--- src/svw_tick_timer.sv ---
/*
 * Constants for the supervisor and watchdog core, and the phase tick timer.
 * Assumes one clock, an asynchronous active-high reset and a clock enable.
 */
`default_nettype none

package svw_pkg;
    localparam int unsigned TICK_W        = 16;
    localparam int unsigned POR_CYCLES    = 4;
    localparam int unsigned WD_CYCLES     = 32;
    localparam int unsigned CLK_PERIOD_NS = 40;
    localparam int unsigned SETUP_TIME_NS = 1000;
    // Longest time, so rounded down
    localparam int unsigned SETUP_CYCLES  = (SETUP_TIME_NS / CLK_PERIOD_NS) < 1 ? 1
                                          : (SETUP_TIME_NS / CLK_PERIOD_NS);
    localparam logic [15:0] INIT_TICKS_DEF  = 16'h0014;
    localparam logic [15:0] POR_TICKS_DEF   = 16'h0064;
    localparam logic [15:0] WDT_TICKS_DEF   = 16'h0032;
    localparam logic [15:0] DISCH_TICKS_DEF = 16'h0004;

    typedef enum logic [2:0] {
        ST_LOW     = 3'h0,
        ST_INIT    = 3'h1,
        ST_POR     = 3'h3,
        ST_RUN     = 3'h2,
        ST_DISCH   = 3'h6,
        ST_TIMEOUT = 3'h7,
        ST_IDLE    = 3'h5,
        ST_OFF     = 3'h4
    } svw_state_type;

    localparam svw_state_type STATE_RST = ST_LOW;
endpackage

`timescale 1ns/100ps

module svw_tick_timer (
    input  wire logic        i_clk,
    input  wire logic        i_rst,
    input  wire logic        i_ce,
    input  wire logic        i_restart,
    input  wire logic [15:0] i_limit,
    output logic             o_done
);
    logic [15:0] cnt_ff;

    // Zero limit would wrap to all ones; treated as one tick
    assign o_done = (i_limit <= 16'h0001) || (cnt_ff >= i_limit - 16'h0001);

    always_ff @(posedge i_clk or posedge i_rst) begin
        if (i_rst) begin
            cnt_ff <= 16'h0000;
        end else if (i_ce) begin
            if (i_restart || o_done) begin
                cnt_ff <= 16'h0000;
            end else begin
                cnt_ff <= cnt_ff + 16'h0001;
            end
        end
    end
endmodule

`default_nettype wire

--- src/svw_core.sv ---
/*
 * Supply supervisor and watchdog sequencer top level.
 * Assumes supply comparator levels and host inputs are synchronous to i_clk.
 */
`default_nettype none
`timescale 1ns/100ps

module svw_core #(
    parameter logic [15:0] INIT_TICKS       = svw_pkg::INIT_TICKS_DEF,
    parameter logic [15:0] POR_TICKS        = svw_pkg::POR_TICKS_DEF,
    parameter logic [15:0] WDT_TICKS        = svw_pkg::WDT_TICKS_DEF,
    parameter logic [15:0] DISCH_TICKS      = svw_pkg::DISCH_TICKS_DEF,
    parameter bit          KICK_RISING      = 1'b1,
    parameter bit          GATE_ACTIVE_HIGH = 1'b1
) (
    input  wire logic i_clk,
    input  wire logic i_rst,
    input  wire logic i_ce,
    input  wire logic i_above_min,
    input  wire logic i_below_detect,
    input  wire logic i_above_release,
    input  wire logic i_gate,
    input  wire logic i_kick_in,
    output logic      o_reset_n,
    output logic      o_timeout_out_n,
    output logic      o_low_voltage
);
    svw_pkg::svw_state_type state_ff;
    svw_pkg::svw_state_type nxt_state;
    svw_pkg::svw_state_type prev_state_ff;
    logic [2:0]  por_cnt_ff;
    logic [4:0]  wd_cnt_ff;
    logic [4:0]  setup_cnt_ff;
    logic        kick_prev_ff;
    logic [15:0] limit;
    logic        tick_done;
    logic        gate_en;
    logic        kick_edge;
    logic        kick_ok;
    logic        setup_done;

    // Gate read live each cycle; no latched copy to disturb
    assign gate_en    = (i_gate == GATE_ACTIVE_HIGH);
    assign kick_edge  = KICK_RISING ? (i_kick_in && !kick_prev_ff)
                                    : (!i_kick_in && kick_prev_ff);
    assign setup_done = (setup_cnt_ff == 5'(svw_pkg::SETUP_CYCLES));
    assign kick_ok    = kick_edge && setup_done;

    always_comb begin
        case (state_ff)
            svw_pkg::ST_INIT:  limit = INIT_TICKS;
            svw_pkg::ST_RUN:   limit = WDT_TICKS;
            svw_pkg::ST_DISCH: limit = DISCH_TICKS;
            default:           limit = POR_TICKS;
        endcase
    end

    svw_tick_timer u_timer (
        .i_clk     (i_clk),
        .i_rst     (i_rst),
        .i_ce      (i_ce),
        .i_restart (nxt_state != state_ff),
        .i_limit   (limit),
        .o_done    (tick_done)
    );

    always_comb begin
        nxt_state = state_ff;
        if (!i_above_min) begin
            nxt_state = svw_pkg::ST_OFF;
        end else if (i_below_detect) begin
            nxt_state = svw_pkg::ST_LOW;
        end else begin
            case (state_ff)
                svw_pkg::ST_OFF: begin
                    nxt_state = svw_pkg::ST_LOW;
                end
                svw_pkg::ST_LOW: begin
                    // Held here between detection and release on the way up
                    if (i_above_release) begin
                        nxt_state = svw_pkg::ST_INIT;
                    end
                end
                svw_pkg::ST_INIT: begin
                    if (tick_done) begin
                        nxt_state = svw_pkg::ST_POR;
                    end
                end
                svw_pkg::ST_POR: begin
                    if (tick_done && por_cnt_ff == 3'(svw_pkg::POR_CYCLES - 1)) begin
                        nxt_state = gate_en ? svw_pkg::ST_RUN : svw_pkg::ST_IDLE;
                    end
                end
                svw_pkg::ST_IDLE: begin
                    if (gate_en) begin
                        nxt_state = svw_pkg::ST_RUN;
                    end
                end
                svw_pkg::ST_RUN: begin
                    if (!gate_en || kick_ok) begin
                        nxt_state = svw_pkg::ST_DISCH;
                    end else if (tick_done && wd_cnt_ff == 5'(svw_pkg::WD_CYCLES - 1)) begin
                        nxt_state = svw_pkg::ST_TIMEOUT;
                    end
                end
                svw_pkg::ST_DISCH: begin
                    if (tick_done) begin
                        nxt_state = gate_en ? svw_pkg::ST_RUN : svw_pkg::ST_IDLE;
                    end
                end
                svw_pkg::ST_TIMEOUT: begin
                    // Low pulse lasts one power-on cycle, then cycling restarts
                    if (tick_done) begin
                        nxt_state = gate_en ? svw_pkg::ST_RUN : svw_pkg::ST_IDLE;
                    end
                end
                default: nxt_state = svw_pkg::ST_LOW;
            endcase
        end
    end

    always_ff @(posedge i_clk or posedge i_rst) begin
        if (i_rst) begin
            state_ff      <= svw_pkg::STATE_RST;
            prev_state_ff <= svw_pkg::STATE_RST;
        end else if (i_ce) begin
            state_ff      <= nxt_state;
            prev_state_ff <= state_ff;
        end
    end

    always_ff @(posedge i_clk or posedge i_rst) begin
        if (i_rst) begin
            por_cnt_ff <= 3'h0;
        end else if (i_ce) begin
            if (state_ff != svw_pkg::ST_POR) begin
                por_cnt_ff <= 3'h0;
            end else if (tick_done) begin
                por_cnt_ff <= por_cnt_ff + 3'h1;
            end
        end
    end

    always_ff @(posedge i_clk or posedge i_rst) begin
        if (i_rst) begin
            wd_cnt_ff <= 5'h00;
        end else if (i_ce) begin
            if (state_ff != svw_pkg::ST_RUN || nxt_state != svw_pkg::ST_RUN) begin
                wd_cnt_ff <= 5'h00;
            end else if (tick_done) begin
                wd_cnt_ff <= wd_cnt_ff + 5'h01;
            end
        end
    end

    // Setup window restarts each time the gate is disabled
    always_ff @(posedge i_clk or posedge i_rst) begin
        if (i_rst) begin
            setup_cnt_ff <= 5'h00;
            kick_prev_ff <= 1'b0;
        end else if (i_ce) begin
            kick_prev_ff <= i_kick_in;
            if (!gate_en) begin
                setup_cnt_ff <= 5'h00;
            end else if (!setup_done) begin
                setup_cnt_ff <= setup_cnt_ff + 5'h01;
            end
        end
    end

    always_ff @(posedge i_clk or posedge i_rst) begin
        if (i_rst) begin
            o_reset_n       <= 1'b0;
            o_timeout_out_n <= 1'b0;
            o_low_voltage   <= 1'b0;
        end else if (i_ce) begin
            o_reset_n       <= !(nxt_state inside {svw_pkg::ST_LOW, svw_pkg::ST_INIT, svw_pkg::ST_POR});
            o_timeout_out_n <= !(nxt_state inside {svw_pkg::ST_LOW, svw_pkg::ST_INIT, svw_pkg::ST_POR,
                                                   svw_pkg::ST_TIMEOUT});
            o_low_voltage   <= (nxt_state == svw_pkg::ST_LOW);
        end
    end

    property p_low_voltage;
        @(posedge i_clk) disable iff (i_rst)
        i_ce && i_above_min && i_below_detect |=> !o_reset_n && !o_timeout_out_n && o_low_voltage;
    endproperty
    a_low_voltage: assert property (p_low_voltage)
        else $error("Low voltage did not pull both outputs low");

    property p_below_min;
        @(posedge i_clk) disable iff (i_rst)
        i_ce && !i_above_min |=> o_reset_n;
    endproperty
    a_below_min: assert property (p_below_min)
        else $error("Reset output not released below minimum voltage");

    property p_rise_hold;
        @(posedge i_clk) disable iff (i_rst)
        i_ce && state_ff == svw_pkg::ST_LOW && i_above_min && !i_below_detect && !i_above_release
            |=> !o_reset_n;
    endproperty
    a_rise_hold: assert property (p_rise_hold)
        else $error("Reset released before release threshold");

    property p_por_after_init;
        @(posedge i_clk) disable iff (i_rst)
        state_ff == svw_pkg::ST_POR && prev_state_ff != svw_pkg::ST_POR |-> prev_state_ff == svw_pkg::ST_INIT;
    endproperty
    a_por_after_init: assert property (p_por_after_init)
        else $error("Power-on cycling began without init delay");

    property p_release_after_por;
        @(posedge i_clk) disable iff (i_rst)
        $rose(o_reset_n) && state_ff != svw_pkg::ST_OFF |-> prev_state_ff == svw_pkg::ST_POR && $past(por_cnt_ff) == 3'h3;
    endproperty
    a_release_after_por: assert property (p_release_after_por)
        else $error("Reset released without four power-on cycles");

    property p_timeout_count;
        @(posedge i_clk) disable iff (i_rst)
        $past(i_ce) && state_ff == svw_pkg::ST_TIMEOUT && prev_state_ff == svw_pkg::ST_RUN
            |-> $past(wd_cnt_ff) == 5'h1f && !o_timeout_out_n;
    endproperty
    a_timeout_count: assert property (p_timeout_count)
        else $error("Timeout not after thirty-two cycles");

    property p_kick_clears;
        @(posedge i_clk) disable iff (i_rst)
        state_ff == svw_pkg::ST_DISCH |-> wd_cnt_ff == 5'h00;
    endproperty
    a_kick_clears: assert property (p_kick_clears)
        else $error("Cycle counter not cleared during discharge");

    property p_setup_ignore;
        @(posedge i_clk) disable iff (i_rst)
        i_ce && state_ff == svw_pkg::ST_RUN && gate_en && kick_edge && !setup_done && i_above_min && !i_below_detect
            && !(tick_done && wd_cnt_ff == 5'h1f)
            |=> state_ff == svw_pkg::ST_RUN;
    endproperty
    a_setup_ignore: assert property (p_setup_ignore)
        else $error("Kick accepted inside setup interval");

    property p_gate_start;
        @(posedge i_clk) disable iff (i_rst)
        i_ce && state_ff == svw_pkg::ST_IDLE && gate_en && i_above_min && !i_below_detect
            |=> state_ff == svw_pkg::ST_RUN;
    endproperty
    a_gate_start: assert property (p_gate_start)
        else $error("Idle watchdog did not start on gate enable");

    property p_gate_off;
        @(posedge i_clk) disable iff (i_rst)
        i_ce && state_ff == svw_pkg::ST_RUN && !gate_en && i_above_min && !i_below_detect
            |=> state_ff == svw_pkg::ST_DISCH && wd_cnt_ff == 5'h00;
    endproperty
    a_gate_off: assert property (p_gate_off)
        else $error("Gate disable did not force discharge");
endmodule

`default_nettype wire

--- config.mk ---
export PLATFORM = sky130hd
export DESIGN_NAME = svw_core
export DESIGN_NICKNAME = d
export VERILOG_FILES = /design/src/svw_tick_timer.sv /design/src/svw_core.sv
export SDC_FILE = /design/constraint.sdc
export NUM_CORES = 1
export LEC_CHECK = 0
export BUFFER_PORTS_ARGS = -buffer_cell sky130_fd_sc_hd__buf_2
export CAP_MARGIN = 25
export CORE_MARGIN = 8
export CORE_UTILIZATION = 57
export CTS_BUF_LIST = sky130_fd_sc_hd__clkbuf_8
export DETAILED_ROUTE_END_ITERATION = 6
export HOLD_SLACK_MARGIN = 0.05
export PLACE_DENSITY_LB_ADDON = 0.12
export SLEW_MARGIN = 0
export SYNTH_ARGS = -nofsm -noshare
export SYNTH_HDL_FRONTEND = slang
export SYNTH_SLANG_ARGS = --single-unit
export TNS_END_PERCENT = 100
--- constraint.sdc ---
create_clock -name i_clk -period 2.94 [get_ports i_clk]
set_input_delay 0.441 -clock i_clk [delete_from_list [all_inputs] [get_ports i_clk]]
set_output_delay 0.441 -clock i_clk [all_outputs]
set_load 0.05 [all_outputs]
==> results.md, run 1 <==
- Core Region: 4030 um2
- Multi-input logic area: 1460 um2
- First-pass GRT wire length: 9010 um
- Delay-heaviest family, CP: simple AND/OR/NAND/NOR gates
- FILL cells: 313
- Status: finished, violations left
- Area grow syn2layout: 17.4%
- Die height: 80.8 um
- Post-synth EDFFs: 0
- Pin count of the biggest net entering global routing: 37
- DR vias/cell: 5.86
- P per Cell Area: 399 nW/um2
- CP max-delay cell: or4b_4
- Synthesized Nets: 277
- Fin worst setup slack: -0.0502 ns
- Site Rows: 23
- Cell taking the most area after synthesis: dfrtp_1
- N_diodes: 0
- Die Wd: 80.8 um
- Hold/Removal Path Class: in -> async
- Pleak: 0.00123 uW
- WHS: 0.234 ns
- Min cycle time layout: 2.99 ns
- I/O Buffers: 10
- Gpl congestion: 0.941
- Detailed-route DRC error count: 0
- FF-to-FF setup slack: -0.05 ns
- Reg2reg start: state_ff[1]
- Async set-reset flop share out of synthesis: 100%
- Final WL: 5520 um
- Max IR drop VDD: 0.000248 V
- Yosys warning count: 0
- Post-route clock period utilization: 102%
- Distinct cell type count after synthesis: 62
- Total grt overflow: 0
- Clock skew: 0.00526 ns
- Seq/Total Area, Yosys: 37.7%
- Tot GR Track Use: 17.7%
- Vias: 1979
- Reg power frac: 49.4%
- Htree depth: 2
- Number of antenna-violating nets in the routed design: 0
- Number of I/O pins: 11
- Drt first pass iters: 4
- Worst skew pair latency: 0.29 ns
- Post-synth top flop: dfrtp_1
- Inserted Clock Buffers: 5
- Fmax: 334 MHz
- Synth Instances: 257
- Actual slew at the worst max-slew pin: 0.523 ns
- Setup Crit Path Kind: reg -> reg
- Share of cells above drive strength 1: 30.2%
- Worst rel slew slack: 64.8%
- Violated checks: negative setup slack
- Placed wire-length estimate: 3840 um
- Reg2Reg Depth: 13
- CP cell instances: buf_4 -> inv_4 -> or3_4 -> inv_2 -> ha_4 -> a2111oi_4 -> nor2_2 -> or4b_4 -> nand4_4 -> and3_4 -> o21ai_4 -> buf_12 -> a21oi_2
- Top cells by area, synth: dfrtp_1, ha_1, nand2_1
- Nets: 307
- Clk pin slew, worst setup/hold paths: 0.08 ns
- Initial antenna violation count: 0
- CTS tree: yes
- Longest Clk Path Bufs: 2
- Highest net fanout along the worst path: 11
- Switching Fraction: 31.1%
- Max Transition Viols Final: 0
- Power Internal: 774 uW
- Number of global-route vias before repair: 1862
- Finished Layout Cells: 338
- Worst r2r dst: u_timer.cnt_ff[13]
- Crit. End Element: flop
- Startpoint Class: flop
- #FFs+latches synth: 36
- Crit-path max cell delay: 0.55 ns
- Maxcap violations: 0
- Clock power frac: 31.9%
- FF/Latch Area: 902 um2
- Critical Path AT: 3.21 ns
- Final setup vio count: 13
- Placed cells: 324
- Setup TNS after final layout: -0.349 ns
- Yosys top cell area share: 37.7%
- CP Buf/Inv Count: 4
- CTS Sinks: 36
- Synthesized cell area: 2390 um2
- Worst endpoint required time: 3.16 ns
- Wirelength per Cell: 16.3 um
- Psw: 349 uW
- Comb pwr share: 18.7%
- Hold Vio Cnt, Final: 0
- Syn avg cell area: 9.31 um2
- Drt initial violations: 217
- CTS root buf: clkbuf_8
- DIE AREA: 6530 um2
- Unrepaired setup endpoints after global routing: true
- Starting density of the core: 59.4%
## worst reg2reg max path: stages, from the launching register on
cell and delay, ns:
dfrtp_1 0.35, buf_4 0.12, inv_4 0.04, or3_4 0.37
inv_2 0.08, ha_4 0.20, a2111oi_4 0.33, nor2_2 0.12
or4b_4 0.55, nand4_4 0.12, and3_4 0.22, o21ai_4 0.09
buf_12 0.17, a21oi_2 0.15
## per-layer routing
layer  routed length (um)  vias to the layer above  part of all wire (%)  GRT usage [%]
met5                    0                        -                     0              0
li1                     -                      982                     -              -
met2                 2520                       52                    46           26.5
met3                  328                        6                   5.9           4.19
met1                 2620                      939                    47           24.7
met4                   53                        0                  0.96           5.18
## cell families (layout without fill, tap and decap cells)
family / count (synthesis) / count (layout) / synth area share, %
compound gates: 66 / 66 / 22.3
xor+xnor: 15 / 15 / 5.49
fa+ha+maj: 12 / 12 / 6.28
buf+inv: 26 / 57 / 4.92
flops: 36 / 36 / 37.7
mux: 3 / 3 / 1.36
other cells: 1 / 1 / 0.157
simple gates: 98 / 98 / 21.9
## power groups by stage
stage / registers, uW / logic, uW / clock network (uW)
after CTS: 554 / 203 / 364
after global routing: 558 / 230 / 391
after global placement: 560 / 191 / 0
after floorplan: 564 / 128 / 0
after detailed placement: 562 / 194 / 0
final: 554 / 210 / 358
## flip-flops by register name, summed over array words and instances (netlist names)
name / cells
u_timer.cnt_ff: 16
setup_cnt_ff: 5
wd_cnt_ff: 5
por_cnt_ff: 3
state_ff: 3
kick_prev_ff: 1
o_low_voltage: 1
o_reset_n: 1
o_timeout_out_n: 1
## synthesized netlist by cell type (3+ instances only)
cell	number
o21ai_0	12
and2_1	3
a21oi_1	10
ha_1	12
and3_1	5
nor3b_1	3
o31ai_1	5
buf_2	5
nand2_1	30
a21oi_2	9
dfrtp_1	36
nand2b_1	6
xnor2_1	3
nor2_1	19
o221ai_1	3
xor2_1	12
inv_1	13
clkbuf_1	3
nand3_1	16
## layout make-up
class	count	area share [%]
Sequential cell	36	32.1
Inverter	15	2.09
Multi-Input combinational cell	195	51.8
Timing Repair Buffer	34	8.64
Clock inverter	3	0.668
Tap cell	50	2.23
Clock buffer	5	2.45
## placed cells by master, fill, tap and decap left out, types with 3 or more instances in the layout
cell	synthesis	layout
a21oi_1	10	8
a21oi_2	9	11
and2_1	3	3
and3_1	5	5
buf_2	5	10
buf_4	1	23
clkbuf_8	0	5
dfrtp_1	36	35
ha_1	12	11
inv_1	13	13
nand2_1	30	29
nand2b_1	6	6
nand3_1	16	16
nor2_1	19	17
nor3b_1	3	3
o21ai_0	12	12
o221ai_1	3	3
o22ai_2	2	3
o31ai_1	5	5
xnor2_1	3	3
xor2_1	12	12
## through the flow
stage,utilization (%),total power [uW],cell area [um2],worst slack (ns)
after detailed placement,64.8,756,2610,-0.0320
after global routing,69.7,1180,2810,-0.158
final,69.7,1120,2810,-0.0502
after floorplan,-,692,2410,0.00899
after global placement,64.8,751,2610,-0.00609
after CTS,68.0,1120,2740,-0.00659
## worst max-delay path by stage
stage                            from                 end  slack, ns  cells after the start
after detailed placement  state_ff[1]  u_timer.cnt_ff[13]      -0.03                     12
after CTS                 state_ff[1]  u_timer.cnt_ff[13]     -0.007                     13
after global routing      state_ff[1]   u_timer.cnt_ff[4]      -0.16                     13
final                     state_ff[1]  u_timer.cnt_ff[13]      -0.05                     13
after global placement    state_ff[2]  u_timer.cnt_ff[10]     -0.006                     13
after floorplan           state_ff[1]   u_timer.cnt_ff[1]      0.009                     13
## what timing repair did
item                       CTS  global route
setup endpoints to repair   13            26
resized for setup            1            12
hold buffers                 0             0
buffers inserted             4             2
pin swaps                    1             2
No activity file was read; power rests on OpenSTA's default activity.
==> inputs of run 2 (changes only) <==
CORE_UTILIZATION = 55   (was 57)
CTS_BUF_LIST = sky130_fd_sc_hd__clkbuf_16   (was sky130_fd_sc_hd__clkbuf_8)
RECOVER_POWER = 25   (was unset)
SLEW_MARGIN = unset   (was 0)
==> results.md, run 2 (same netlist as run 1, synthesis figures left out) <==
- CTS tree: yes
- Actual slew at the worst max-slew pin: 1.94 ns (+1.42 ns)
- Delay-heaviest family, CP: compound AO/OA/AOI/OAI gates
- N_diodes: 0 (unchanged)
- Min cycle time layout: 2.96 ns (-0.0348 ns)
- Post-route clock period utilization: 101% (-1.2 points)
- I/O Buffers: 10 (unchanged)
- Design Power: 1360 uW (+21%)
- Number of I/O pins: 11 (unchanged)
- Nets: 302 (-1.6%)
- Most common cell after layout, fill and taps aside: dfrtp_1
- Detailed-route DRC error count: 0 (unchanged)
- FF/Latch Area: 902 um2 (unchanged)
- Maxcap violations: 1 (+1)
- Unrepaired setup endpoints after global routing: true
- Initial antenna violation count: 0 (unchanged)
- Die height: 82.0 um (+1.4%)
- Biggest register: u_timer.cnt_ff
- Critical Path Most Common Cell: inv_4
- Area grow syn2layout: 22.6%
- Die Wd: 82.0 um (+1.4%)
- Worst endpoint required time: 3.15 ns (about the same)
- Crit-path max cell delay: 0.40 ns (-0.15 ns)
- Vias: 1993 (+0.71%)
- CP startpoint: state_ff[1]
- Startpoint Class: flop
- Reg2Reg Depth: 12 (-1)
- Wirelength per Cell: 16.7 um (+2.6%)
- Max IR drop VDD: 0.000325 V (+31%)
- CTS root buf: clkbuf_16
- Htree depth: 2 (unchanged)
- Pin count of the biggest net entering global routing: 37 (unchanged)
- Critical Path AT: 3.16 ns (-0.05 ns)
- Max FFs per register: 16 (unchanged)
- Max Transition Viols Final: 37 (+37)
- Gpl congestion: 0.918 (-2.5%)
- Crit. End Element: flop
- Core Region: 4260 um2 (+5.8%)
- WHS: 0.417 ns (+0.183 ns)
- Final setup vio count: 8 (-5)
- Drt initial violations: 131 (-40%)
- Fin worst setup slack: -0.0154 ns (+0.0348 ns)
- Site Rows: 24 (+4.3%)
- Pleak: 0.00125 uW (+1.4%)
- DIE AREA: 6720 um2 (+2.9%)
- Worst skew pair latency: 0.28 ns (about the same)
- Number of global-route vias before repair: 1956 (+5.0%)
- First-pass GRT wire length: 9210 um (+2.2%)
- Multi-input logic area: 1530 um2 (+5.3%)
- Inserted Clock Buffers: 5 (unchanged)
- DR vias/cell: 5.95 (+1.6%)
- Starting density of the core: 56.1% (-3.3 points)
- Reg2reg start: state_ff[1]
- Placed wire-length estimate: 3670 um (-4.5%)
- Setup Crit Path Kind: reg -> reg
- Tot GR Track Use: 17.5% (-0.16 points)
- Fmax: 338 MHz (+1.2%)
- Worst Setup EP: u_timer.cnt_ff[8]
- Highest net fanout along the worst path: 11 (unchanged)
- Hold Path Stages: 2
- Final WL: 5610 um (+1.6%)
- Commonest cells after routing, fill and taps aside: dfrtp_1, nand2_1, nand3_1
- Clock skew: 0.00365 ns (-0.00160 ns)
- Largest regs: u_timer.cnt_ff x16, setup_cnt_ff x5, wd_cnt_ff x5
- Hold Vio Cnt, Final: 0 (unchanged)
- CTS Sinks: 36 (unchanged)
- Worst r2r dst: u_timer.cnt_ff[8]
- CP Buf/Inv Count: 3 (-1)
- Violated checks: max-capacitance violations, max-slew violations, negative setup slack
- Share of cells above drive strength 1: 30.7% (+0.53 points)
- Number of antenna-violating nets in the routed design: 0 (unchanged)
- Levels on crit path: 12 (-1)
- Clk pin slew, worst setup/hold paths: 0.06 ns (-0.02 ns)
- P per Cell Area: 464 nW/um2 (+16%)
- FF-to-FF setup slack: -0.02 ns (+0.03 ns)
- Total grt overflow: 0 (unchanged)
- Worst rel slew slack: -29.6% (-94 points)
- Longest Clk Path Bufs: 2 (unchanged)
- CP cell instances: inv_4 -> or3_4 -> inv_4 -> ha_4 -> a2111oi_4 -> nor2_4 -> o211a_1 -> o221a_4 -> a221oi_4 -> o21ai_4 -> buf_12 -> a21oi_2
- Hold/Removal Path Class: in -> reg
- Status: finished, violations left
- Drt first pass iters: 4 (unchanged)
- FILL cells: 341 (+8.9%)
- CP max-delay cell: dfrtp_1
==> run 2: cell types whose count changed in the layout (fill, tap and decap cells not counted), sizes merged <==
cell    before  now
buf         34   28
inv         15   16
bufinv       0    1
clkinv       3    1
clkbuf       5    6
==> run 2: repair_timing <==
item | CTS | global route
resized for setup | 5 | 27
buffers inserted | 2 | 0
setup endpoints to repair | 14 | 24
pin swaps | 5 | 13
hold buffers | 0 | 0
==> run 2: worst min path at each step <==
stage | start | end | slack [ns]
CTS | i_rst | wd_cnt_ff[2] | 0.29
global placement | por_cnt_ff[2] | por_cnt_ff[2] | 0.46
global route | i_kick_in | kick_prev_ff | 0.43
floorplan | por_cnt_ff[2] | por_cnt_ff[2] | 0.45
finish | i_kick_in | kick_prev_ff | 0.42
detailed placement | por_cnt_ff[2] | por_cnt_ff[2] | 0.47
==> run 2: through the flow <==
stage | util (%) | std cells | setup slack, ns | TNS [ns] | cell area (um2)
after CTS | 65.8 | 335 | 0.0253 | 0 | 2810
final | 68.8 | 335 | -0.0154 | -0.0594 | 2930
after global routing | 68.8 | 335 | -0.162 | -2.35 | 2930
after detailed placement | 61.1 | 325 | 0.0224 | 0 | 2600
after global placement | 61.1 | 325 | 0.0807 | 0 | 2600
after floorplan | - | 257 | 0.00899 | 0 | 2410
==> run 2: layout make-up <==
| type | count | area share, % |
|---|---|---|
| repair buffers | 29 | 7.12 |
| inverters | 15 | 2.09 |
| multi-input cells | 195 | 52.2 |
| well taps | 52 | 2.22 |
| flip-flops and latches | 36 | 30.7 |
| clock buffers | 5 | 4.26 |
| clock inverters | 3 | 1.32 |
==> run 2: worst reg2reg max path, cell delays in order (launching register included) <==
cell	delay [ns]
dfrtp_1	0.40
inv_4	0.05
or3_4	0.38
inv_4	0.07
ha_4	0.20
a2111oi_4	0.38
nor2_4	0.11
o211a_1	0.28
o221a_4	0.28
a221oi_4	0.30
o21ai_4	0.13
buf_12	0.17
a21oi_2	0.13
==> run 2: layer usage <==
metal / up-vias / GRT usage, % / share of wire, %
li1: 979 / - / -
met1: 953 / 24.3 / 48
met2: 49 / 26.2 / 45
met3: 12 / 3.94 / 4.4
met4: 0 / 5.79 / 1.8
met5: - / 0 / 0
==> run 2: report_power, final <==
group | internal (uW) | switching [uW]
Sequential | 519 | 33.4
Combinational | 89.7 | 127
Clock | 395 | 197
Total | 1000 | 358
